--- src/sarpm_map.vh ---
`ifndef SARPM_MAP_VH
`define SARPM_MAP_VH
// ***************************************
// result word and timing
// ***************************************
`define SARPM_RES_BITS        15
`define SARPM_CONV_TIME_NS    500
`define SARPM_CLK_PERIOD_NS   50
// ***************************************
// power state codes, one-hot
// ***************************************
`define SARPM_ST_OPER         3'h1
`define SARPM_ST_NAP          3'h2
`define SARPM_ST_SLEEP        3'h4
// ***************************************
// idle pulse counts
// ***************************************
`define SARPM_CNT_NAP         3'h2
`define SARPM_CNT_SLEEP       3'h4
`define SARPM_CNT_WAKE        3'h5
`define SARPM_CNT_ZERO        3'h0
// ***************************************
// pin idle levels
// ***************************************
`define SARPM_CNV_IDLE        1'b1
`endif

--- src/sarpm_sync.v ---
`timescale 1ns/10ps
`default_nettype none
// ***************************************
// three-stage synchroniser with edge detect
// ***************************************
module sarpm_sync
#(
   parameter [0:0] RST_LEVEL = 1'b0
)
(
   input  wire clk_in,
   input  wire rst_in,
   input  wire d_in,
   output wire level_out,
   output wire rise_out,
   output wire fall_out
);
   reg s1;
   reg s2;
   reg s3;
   reg lvl;
   // stage one feeds only stage two; a change counts when two and three agree
   always @(posedge clk_in)
   begin
      // stages reset to the pin's idle level so no false edge follows reset
      if (rst_in)
      begin
         s1  <= RST_LEVEL;
         s2  <= RST_LEVEL;
         s3  <= RST_LEVEL;
         lvl <= RST_LEVEL;
      end
      else
      begin
         s1 <= d_in;
         s2 <= s1;
         s3 <= s2;
         if (s2 == s3)
            lvl <= s3;
      end
   end
   // edges are seen when the agreed level first differs from the held one
   assign level_out = lvl;
   assign rise_out  = (s2 == s3) & s3 & ~lvl;
   assign fall_out  = (s2 == s3) & ~s3 & lvl;
endmodule // sarpm_sync
`default_nettype wire

--- src/sarpm_top.v ---
`timescale 1ns/10ps
`default_nettype none
`include "sarpm_map.vh"
// Operation
// - falling edge of conversion_start_n starts an internally timed conversion
// - each serial clock falling edge after the first shifts out the next result bit, msb first
// - nap saves power without wake delay; sleep saves more, needs power-up delay
// - two start pulses with clock idle enter nap on second rising edge
// - nap ends on serial clock rising edge or further start pulses
// - two more idle pulses while napping move the device into sleep
// - in cmos mode a serial clock rising edge wakes from sleep
// - in lvds mode a fifth idle start pulse wakes from sleep
// - after fifth-pulse wake, clock activity prevents nap and sleep
// - fifth-pulse wake also works in cmos mode
// - with no clock edges, pulses cycle operational, nap, sleep forever
// - static select input chooses cmos or lvds signalling
// - cmos uses positive data and clock lines; complements unused
// - lvds uses differential data output and clock input pairs
module sarpm_top
#(
   parameter RES_BITS = `SARPM_RES_BITS
)
(
   input  wire                CLK_SYS_IN,
   input  wire                RST_IN,
   input  wire                CONVERSION_START_N_IN,
   input  wire                SCK_POS_IN,
   input  wire                SCK_NEG_IN,
   input  wire                LVDS_SELECT_IN,
   input  wire [RES_BITS-1:0] RESULT_IN,
   output reg                 SERIAL_OUT_POS_OUT,
   output reg                 SERIAL_OUT_NEG_OUT,
   output reg                 SERIAL_OUT_NEG_OE_OUT,
   output reg                 CONVERTING_OUT,
   output reg                 NAP_OUT,
   output reg                 SLEEP_OUT
);
   // ***************************************
   // derived timing
   // ***************************************
   localparam integer CONV_CYCLES_I = `SARPM_CONV_TIME_NS / `SARPM_CLK_PERIOD_NS;
   localparam [7:0]   CONV_CYCLES   = CONV_CYCLES_I[7:0];
   localparam [2:0]   ST_OPER       = `SARPM_ST_OPER;
   localparam [2:0]   ST_NAP        = `SARPM_ST_NAP;
   localparam [2:0]   ST_SLEEP      = `SARPM_ST_SLEEP;

   // ***************************************
   // pin synchronisers
   // ***************************************
   wire cnv_rise;
   wire cnv_fall;
   wire sck_rise;
   wire sck_fall;
   wire sck_pin;
   reg  lvds_mode;

   // lvds pair is resolved to a single level before sampling
   assign sck_pin = lvds_mode ? (SCK_POS_IN & ~SCK_NEG_IN) : SCK_POS_IN;

   // start pin idles high; resetting its stages low would count a false pulse
   sarpm_sync
   #(
      .RST_LEVEL (`SARPM_CNV_IDLE)
   )
   u_cnv_sync
   (
      .clk_in    (CLK_SYS_IN),
      .rst_in    (RST_IN),
      .d_in      (CONVERSION_START_N_IN),
      .level_out (),
      .rise_out  (cnv_rise),
      .fall_out  (cnv_fall)
   );

   sarpm_sync u_sck_sync
   (
      .clk_in    (CLK_SYS_IN),
      .rst_in    (RST_IN),
      .d_in      (sck_pin),
      .level_out (),
      .rise_out  (sck_rise),
      .fall_out  (sck_fall)
   );

   // ***************************************
   // interface mode select
   // ***************************************
   // select is static, so it is simply retimed; a mid-run change is not supported
   reg sel_s1;
   reg sel_s2;
   always @(posedge CLK_SYS_IN)
   begin
      if (RST_IN)
      begin
         sel_s1    <= 1'b0;
         sel_s2    <= 1'b0;
         lvds_mode <= 1'b0;
      end
      else
      begin
         sel_s1    <= LVDS_SELECT_IN;
         sel_s2    <= sel_s1;
         lvds_mode <= sel_s2;
      end
   end

   // ***************************************
   // conversion timing and shift register
   // ***************************************
   reg [7:0]          conv_cnt;
   reg [RES_BITS-1:0] shreg;
   reg                first_bit;

   // conversion is timed here with no serial clock needed
   always @(posedge CLK_SYS_IN)
   begin
      if (RST_IN)
      begin
         conv_cnt       <= 8'h00;
         CONVERTING_OUT <= 1'b0;
         shreg          <= {RES_BITS{1'b0}};
         first_bit      <= 1'b0;
      end
      else if (cnv_fall && !CONVERTING_OUT)
      begin
         conv_cnt       <= CONV_CYCLES;
         CONVERTING_OUT <= 1'b1;
      end
      else if (CONVERTING_OUT)
      begin
         if (conv_cnt == 8'h01)
         begin
            CONVERTING_OUT <= 1'b0;
            shreg          <= RESULT_IN; // result latched at end of conversion
            first_bit      <= 1'b1;
         end
         conv_cnt <= conv_cnt - 8'h01;
      end
      else if (sck_fall)
      begin
         // the msb is shown on the first fall, later falls shift
         if (first_bit)
            first_bit <= 1'b0;
         else
            shreg <= {shreg[RES_BITS-2:0], 1'b0};
      end
   end

   // ***************************************
   // serial data drivers
   // ***************************************
   // complement line is only driven in lvds mode; in cmos it floats
   always @(posedge CLK_SYS_IN)
   begin
      if (RST_IN)
      begin
         SERIAL_OUT_POS_OUT    <= 1'b0;
         SERIAL_OUT_NEG_OUT    <= 1'b0;
         SERIAL_OUT_NEG_OE_OUT <= 1'b0;
      end
      else
      begin
         SERIAL_OUT_POS_OUT    <= shreg[RES_BITS-1];
         SERIAL_OUT_NEG_OUT    <= ~shreg[RES_BITS-1];
         SERIAL_OUT_NEG_OE_OUT <= lvds_mode;
      end
   end

   // ***************************************
   // power state machine
   // ***************************************
   reg [2:0] state;
   reg [2:0] next_state;
   reg [2:0] idle_cnt;
   reg [2:0] next_idle_cnt;

   // pulses are counted on the start rising edge, only while the clock is idle
   always @*
   begin
      next_state    = state;
      next_idle_cnt = idle_cnt;
      if (sck_rise)
      begin
         next_idle_cnt = `SARPM_CNT_ZERO;
         if (state == ST_NAP)
            next_state = ST_OPER;
         else if (state == ST_SLEEP && !lvds_mode)
            next_state = ST_OPER;
      end
      else if (cnv_rise)
      begin
         next_idle_cnt = idle_cnt + 3'h1;
         case (state)
            ST_OPER:
               if (next_idle_cnt >= `SARPM_CNT_NAP)
                  next_state = ST_NAP;
            ST_NAP:
               if (next_idle_cnt >= `SARPM_CNT_SLEEP)
                  next_state = ST_SLEEP;
            ST_SLEEP:
               if (next_idle_cnt >= `SARPM_CNT_WAKE)
               begin
                  next_state    = ST_OPER;
                  next_idle_cnt = `SARPM_CNT_ZERO; // cycle restarts
               end
            default:
               next_state = ST_OPER;
         endcase
      end
   end

   // nap and sleep are reported as levels for the analog power controls
   always @(posedge CLK_SYS_IN)
   begin
      if (RST_IN)
      begin
         state     <= ST_OPER;
         idle_cnt  <= `SARPM_CNT_ZERO;
         NAP_OUT   <= 1'b0;
         SLEEP_OUT <= 1'b0;
      end
      else
      begin
         state     <= next_state;
         idle_cnt  <= next_idle_cnt;
         NAP_OUT   <= (next_state == ST_NAP);
         SLEEP_OUT <= (next_state == ST_SLEEP);
      end
   end
endmodule // sarpm_top
`default_nettype wire

--- config.mk ---
export PLATFORM = sky130hd
export DESIGN_NAME = sarpm_top
export DESIGN_NICKNAME = d
export VERILOG_FILES = /design/src/sarpm_sync.v /design/src/sarpm_top.v
export VERILOG_INCLUDE_DIRS = /design/src
export SDC_FILE = /design/constraint.sdc
export NUM_CORES = 1
export LEC_CHECK = 0
export ABC_CLOCK_PERIOD_IN_PS = 2750
export BUFFER_PORTS_ARGS = -buffer_cell sky130_fd_sc_hd__buf_2
export CAP_MARGIN = 0
export CELL_PAD_IN_SITES_DETAIL_PLACEMENT = 2
export CELL_PAD_IN_SITES_GLOBAL_PLACEMENT = 2
export CORE_ASPECT_RATIO = 0.9
export CORE_MARGIN = 10
export CORE_UTILIZATION = 38
export CTS_BUF_LIST = sky130_fd_sc_hd__clkbuf_4 sky130_fd_sc_hd__clkbuf_8
export CTS_CLUSTER_SIZE = 8
export DETAILED_ROUTE_END_ITERATION = 6
export PLACE_DENSITY_LB_ADDON = 0.1
export SYNTH_ARGS = -nofsm -noshare
export SYNTH_HDL_FRONTEND = slang
export SYNTH_SLANG_ARGS = --single-unit
--- constraint.sdc ---
create_clock -name CLK_SYS_IN -period 2.75 [get_ports CLK_SYS_IN]
set_clock_uncertainty 0.1 [all_clocks]
set_input_delay 0.55 -clock CLK_SYS_IN [delete_from_list [all_inputs] [get_ports CLK_SYS_IN]]
set_output_delay 0.55 -clock CLK_SYS_IN [all_outputs]
set_load 0.03 [all_outputs]
-- Yosys cells after proc, flatten, opt, wreduce, memory -nomap -nowiden
Index checks and enable logic that the tools add are counted.
- word-level logic and storage cells: 87
- bits of input ports: 21
- flip-flop bits (word level): 47
- output and inout bits: 6
- add/sub/neg operators: 2
- bitwise gates (word level): 16
- eq/ne operators: 10
- mux-type cells: 23
- reduce and logical (&&, ||, !) cells: 10
- $lt $le $gt $ge: 3
- operators with widths (kind ; count):
    2-to-1 mux 15 bit ; 4
    2-to-1 mux 3 bit ; 9
    AND 1 bit ; 9
    case mux 3 bit (3 select lines) ; 1
    equality test 8 x 1 -> 1 bit, second input constant ; 1
    2-to-1 mux 4 bit ; 2
    subtractor 8 x 1 -> 8 bit, second input constant ; 1
    2-to-1 mux 1 bit ; 7
    NOT 1 bit ; 7
    equality test 3 x 2 -> 1 bit, second input constant ; 2
    equality test 3 bit, second input constant ; 2
    >= comparator 3 bit, second input constant ; 2
    AND reduction 4 bit ; 1
    nonzero test 2 bit ; 2
    OR reduction 2 bit ; 2
    adder 3 x 1 -> 3 bit, second input constant ; 1
    equality test 3 x 1 -> 1 bit, second input constant ; 1
    >= comparator 3 x 2 -> 1 bit, second input constant ; 1
    AND reduction 3 bit ; 1
    equality test 1 bit ; 2
    logical AND 1 bit ; 2
    logical NOT 1 bit ; 2
    != test 2 x 1 -> 1 bit, second input constant ; 1
    != test 2 bit, second input constant ; 1

-- Logic depth before layout (Yosys ltp)
- depth in word-level cells: 7
- mapped depth: 8
- depth with buffers taken out: 7

-- Modules after synthesis
Synthesis repeated with hierarchy kept, for this count alone.
- cells, all modules: 232
- area total of the unflattened synthesis: 2229.6 um2
- modules (own cells, without submodules) (module ; area an instance (um2) ; instances ; sequential area each (um2) ; cells an instance):
    sarpm_top ; 1913.1 ; 1 ; 780.7 ; 201
    sarpm_sync at u_cnv_sync ; 161.4 ; 1 ; 80.1 ; 16
    sarpm_sync at u_sck_sync ; 155.1 ; 1 ; 80.1 ; 15

-- Worst setup path before layout
Ideal clock, no wire load.
- kind: register to register
- start: register idle_cnt[0]
- end: register NAP_OUT
- required time: 2.570 ns
- data arrival time: 1.917 ns
- buffers on the path: 0
- clock period less this slack: 2.097 ns
- library setup time: 0.080 ns
- stages on the path, launching flop included: 8
- slack: 0.653 ns
- cell sequence: dfxtp_1 inv_1 ha_1 nor2_1 a2111oi_4 nor3_1 or4_4 nor3b_1
- cells in the longest elaborated chain, start to end: 7
- elaborated cells between the ends (all ways): 11
- those cells by class: add/sub (1); order compare (3); eq/ne (1); mux (6)
- ends and longest elaborated chain (element ; RTL line ; source):
    start: declaration ; sarpm_top.v:174 ; reg [2:0] idle_cnt;
    start signal: assignment ; sarpm_top.v:218 ; idle_cnt <= `SARPM_CNT_ZERO;
    start signal: assignment ; sarpm_top.v:225 ; idle_cnt <= next_idle_cnt;
    adder 3 x 1 -> 3 bit (*) ; sarpm_top.v:192 ; next_idle_cnt = idle_cnt + 3'h1;
    >= comparator 3 bit (no line) or >= comparator 3 x 2 -> 1 bit (tied branches) ; n/a ;
    2-to-1 mux 3 bit, on equally long branches ; sarpm_top.v:201, sarpm_top.v:195, sarpm_top.v:198 ;
    case mux 3 bit (3 select lines) (*) ; sarpm_top.v:193 ; case (state)
    2-to-1 mux 3 bit (*) ; sarpm_top.v:190 ; else if (cnv_rise)
    2-to-1 mux 3 bit (*) ; sarpm_top.v:182 ; if (sck_rise)
    equality test 3 x 2 -> 1 bit (*) ; sarpm_top.v:226 ; NAP_OUT <= (next_state == ST_NAP);
    end signal: assignment ; sarpm_top.v:226 ;
    end: declaration ; sarpm_top.v:35 ; output reg NAP_OUT,
Every way passes the cells marked *; elsewhere a longest branch is shown, timed or not.
A chain may end at the register's enable or synchronous reset.

-- Final worst setup path
- start: register conv_cnt[3]
- end: register shreg[8]
- cells in the longest elaborated chain, start to end: 3
- ends and longest elaborated chain (element ; RTL line ; source):
    start: declaration ; sarpm_top.v:110 ; reg [7:0] conv_cnt;
    start signal: assignment ; sarpm_top.v:137 ; conv_cnt <= conv_cnt - 8'h01;
    equality test 8 x 1 -> 1 bit ; sarpm_top.v:131 ; if (conv_cnt == 8'h01)
    != test 2 x 1 -> 1 bit (no line) ; n/a ;
    AND reduction 4 bit (no line) ; n/a ;
    end signal: assignment ; sarpm_top.v:121 ; shreg <= {RES_BITS{1'b0}};
    end signal: assignment ; sarpm_top.v:145 ; shreg <= {shreg[RES_BITS-2:0], 1'b0};
    end: declaration ; sarpm_top.v:111 ; reg [RES_BITS-1:0] shreg;
Every way passes these cells.

==> impl_metrics.json <==
{
  "grt_antenna_before_repair": 0,
  "required_ns": 2.87,
  "insertion_delay_ns": 0.29,
  "pwr-share-comb": 0.069,
  "yosysMostFrequentCell": "dfxtp_1",
  "drt_iter0_drc": 61,
  "yosysSeqAreaShare": 0.432,
  "switchingPower_mw": 0.287,
  "finalSetupTns_ns": 0,
  "crit_arrival_ns": 2.44,
  "max-slew-margin-rel": 0.611,
  "slew_violations": 0,
  "portBuffers": 26,
  "synthDominantCellAreaShare": 0.432,
  "dieArea_um2": 9160,
  "synth-edff-count": 0,
  "switching_share": 0.221,
  "fin_cells": 312,
  "drv_cap": 0,
  "ys_types": 43,
  "clock-sinks": 47,
  "dp.cells": 305,
  "dr.pass1.iters": 3,
  "multi_input_area_um2": 1130,
  "cts_tree": "built",
  "drc": 0,
  "num_rows": 26,
  "crit_path_max_fanout": 29,
  "slowest_delay_ns": 0.58,
  "end_kind": "flop",
  "status": "finished clean",
  "p_total_mw": 1.30,
  "p_int_mw": 1.01,
  "drtAntennaViolNets": 0,
  "max-vdd-ir-drop_uv": 279,
  "vias_per_cell": 5.15,
  "path_clk_slew_ns": 0.09,
  "yosysWarnings": 0,
  "worstMarginPinSlew_ns": 0.575,
  "place_congestion": 0.751,
  "grt_overflow": 0,
  "yosys.area.top_type": "dfxtp_1",
  "crit_type": "reg -> reg",
  "pwr-share-clk": 0.387,
  "cts_setup_buffers": 0,
  "area_growth_pct": 13.1,
  "clockRootBuffer": "clkbuf_8",
  "num_vias": 1608,
  "finalHoldViolCount": 0,
  "syn_area_um2": 2180,
  "cts_resized": 0,
  "hpwl_mm": 3.84,
  "wl_mm": 5.01,
  "grt_max_degree": 30,
  "fillers": 611,
  "coreArea_um2": 5630,
  "hp-class": "reg -> reg",
  "die_w_um": 99.8,
  "async_flop_share": 0,
  "die_h_um": 91.8,
  "numCtsBuffers": 5,
  "h-tree-depth": 2,
  "ios": 27,
  "grt_pass1_wl_mm": 8.69,
  "period_minus_slack_ns": 2.33,
  "syn_inst": 215,
  "num-nets-final": 272,
  "cp_slowest_cell": "or4_4",
  "synth_area_per_cell_um2": 10.1,
  "crit_buf_inv": 1,
  "path_delay_family": "simple AND/OR/NAND/NOR gates",
  "wl_per_cell_um": 16.1,
  "fmax_ghz": 0.430,
  "final_util": 0.438,
  "layout_setup_ws_ns": 0.422,
  "grtUsageTotal": 0.114,
  "rsz0062_at_grt": "false",
  "dp_slack_ns": 0.403,
  "path_cells": "or4_4, nor4_4, o21bai_4, buf_4, nor2_1, a211oi_2",
  "grt_pass1_vias": 1775,
  "drive_gt1_frac": 0.277,
  "power_leakage_nw": 0.895,
  "synth_seq_cells": 47,
  "setup_viol": 0,
  "start_util": 0.387,
  "n_antenna_cell": 0,
  "synth_area_leaders": "dfxtp_1 (43%), a211oi_2 (8.0%), mux2i_1 (6.9%)",
  "power_density_nw_per_um2": 527,
  "ys.flop_type": "dfxtp_1",
  "synthTopCellsByCount": "dfxtp_1 (47), nor2_1 (25), mux2i_1 (15)",
  "cts.path.max_buffers": 2,
  "regArea_um2": 941,
  "syn_nets": 245,
  "critPathLaunchType": "flop",
  "hold_buffers": 0,
  "pwr-share-seq": 0.543,
  "period_share": 0.847
}
==> cell families after synthesis <==
| family | share of synthesized area |
|---|---|
| adders and majority gates | 0.0517 |
| xor gates and xnor gates | 0.0276 |
| muxes | 0.0741 |
| AOI/OAI and AO/OA | 0.179 |
| DFF | 0.432 |
| buffers and inverters | 0.0471 |
| and+or+nand+nor | 0.188 |
==> sequential cells by signal, summed over array words and instances, names as in the netlist, 3 cells and up <==
register / cells
idle_cnt: 3
shreg: 15
state: 3
conv_cnt: 8
==> placed cells by master (no fill, tap or decap), types with 2 or more instances in the layout <==
cell and count:
o21ai_0 4, nor2_1 25, a2bb2oi_1 2, or4_4 2, buf_2 26, nor3_1 9
a21oi_1 6, buf_4 3, dfxtp_1 47, nand2b_1 4, mux2i_1 15, nor2b_1 9
inv_1 11, nor2_2 8, or2_2 2, clkbuf_8 5, a211oi_2 14, a31oi_1 3
xnor2_1 3, ha_1 9, nand2_1 9, nor3b_1 2, a211oi_1 3, xor2_1 2
==> worst paths after layout <==
check                                   start       endpoint  slack, ns  cells past startpoint
worst max-delay path              conv_cnt[3]       shreg[8]       0.42                      6
worst min-delay path            u_cnv_sync.s1  u_cnv_sync.s2       0.33                      1
worst max register to register    conv_cnt[3]       shreg[8]       0.42                      6
worst min register to register  u_cnv_sync.s1  u_cnv_sync.s2       0.33                      1
==> routing by layer <==
| layer | GRT usage | vias to the layer above | wire [um] |
|---|---|---|---|
| li1 | - | 801 | - |
| met4 | 0.0394 | 0 | 82 |
| met2 | 0.196 | 16 | 2550 |
| met5 | 0 | - | 0 |
| met3 | 0.0300 | 9 | 143 |
| met1 | 0.134 | 782 | 2240 |
==> power groups by stage <==
| stage | Clock [mW] | Sequential (mW) | Combinational, mW |
|---|---|---|---|
| detailed placement | 0 | 0.722 | 0.0921 |
| global placement | 0 | 0.720 | 0.0862 |
| finish | 0.503 | 0.705 | 0.0902 |
| floorplan | 0 | 0.721 | 0.0603 |
| CTS | 0.519 | 0.706 | 0.0927 |
| global route | 0.562 | 0.708 | 0.101 |
==> worst register-to-register path, stage by stage, from the launching register on <==
cell	delay [ns]
dfxtp_1	0.36
or4_4	0.58
nor4_4	0.32
o21bai_4	0.19
buf_4	0.39
nor2_1	0.12
a211oi_2	0.21
==> layout make-up <==
cell class	count	area share
inverter	11	0.0168
clock inverter	1	0.0122
timing repair buffer	29	0.0620
clock buffer	6	0.0310
sequential	47	0.382
multi-input combinational	148	0.460
tap	70	0.0356
==> through the flow <==
stage,hold slack (ns),cell area (um2)
3_5_place_dp,0.305,2360
5_1_grt,0.332,2460
2_1_floorplan,0.289,2180
3_3_place_gp,0.291,2360
4_1_cts,0.329,2460
6_report,0.325,2460
(Power assumes the default switching activity.)
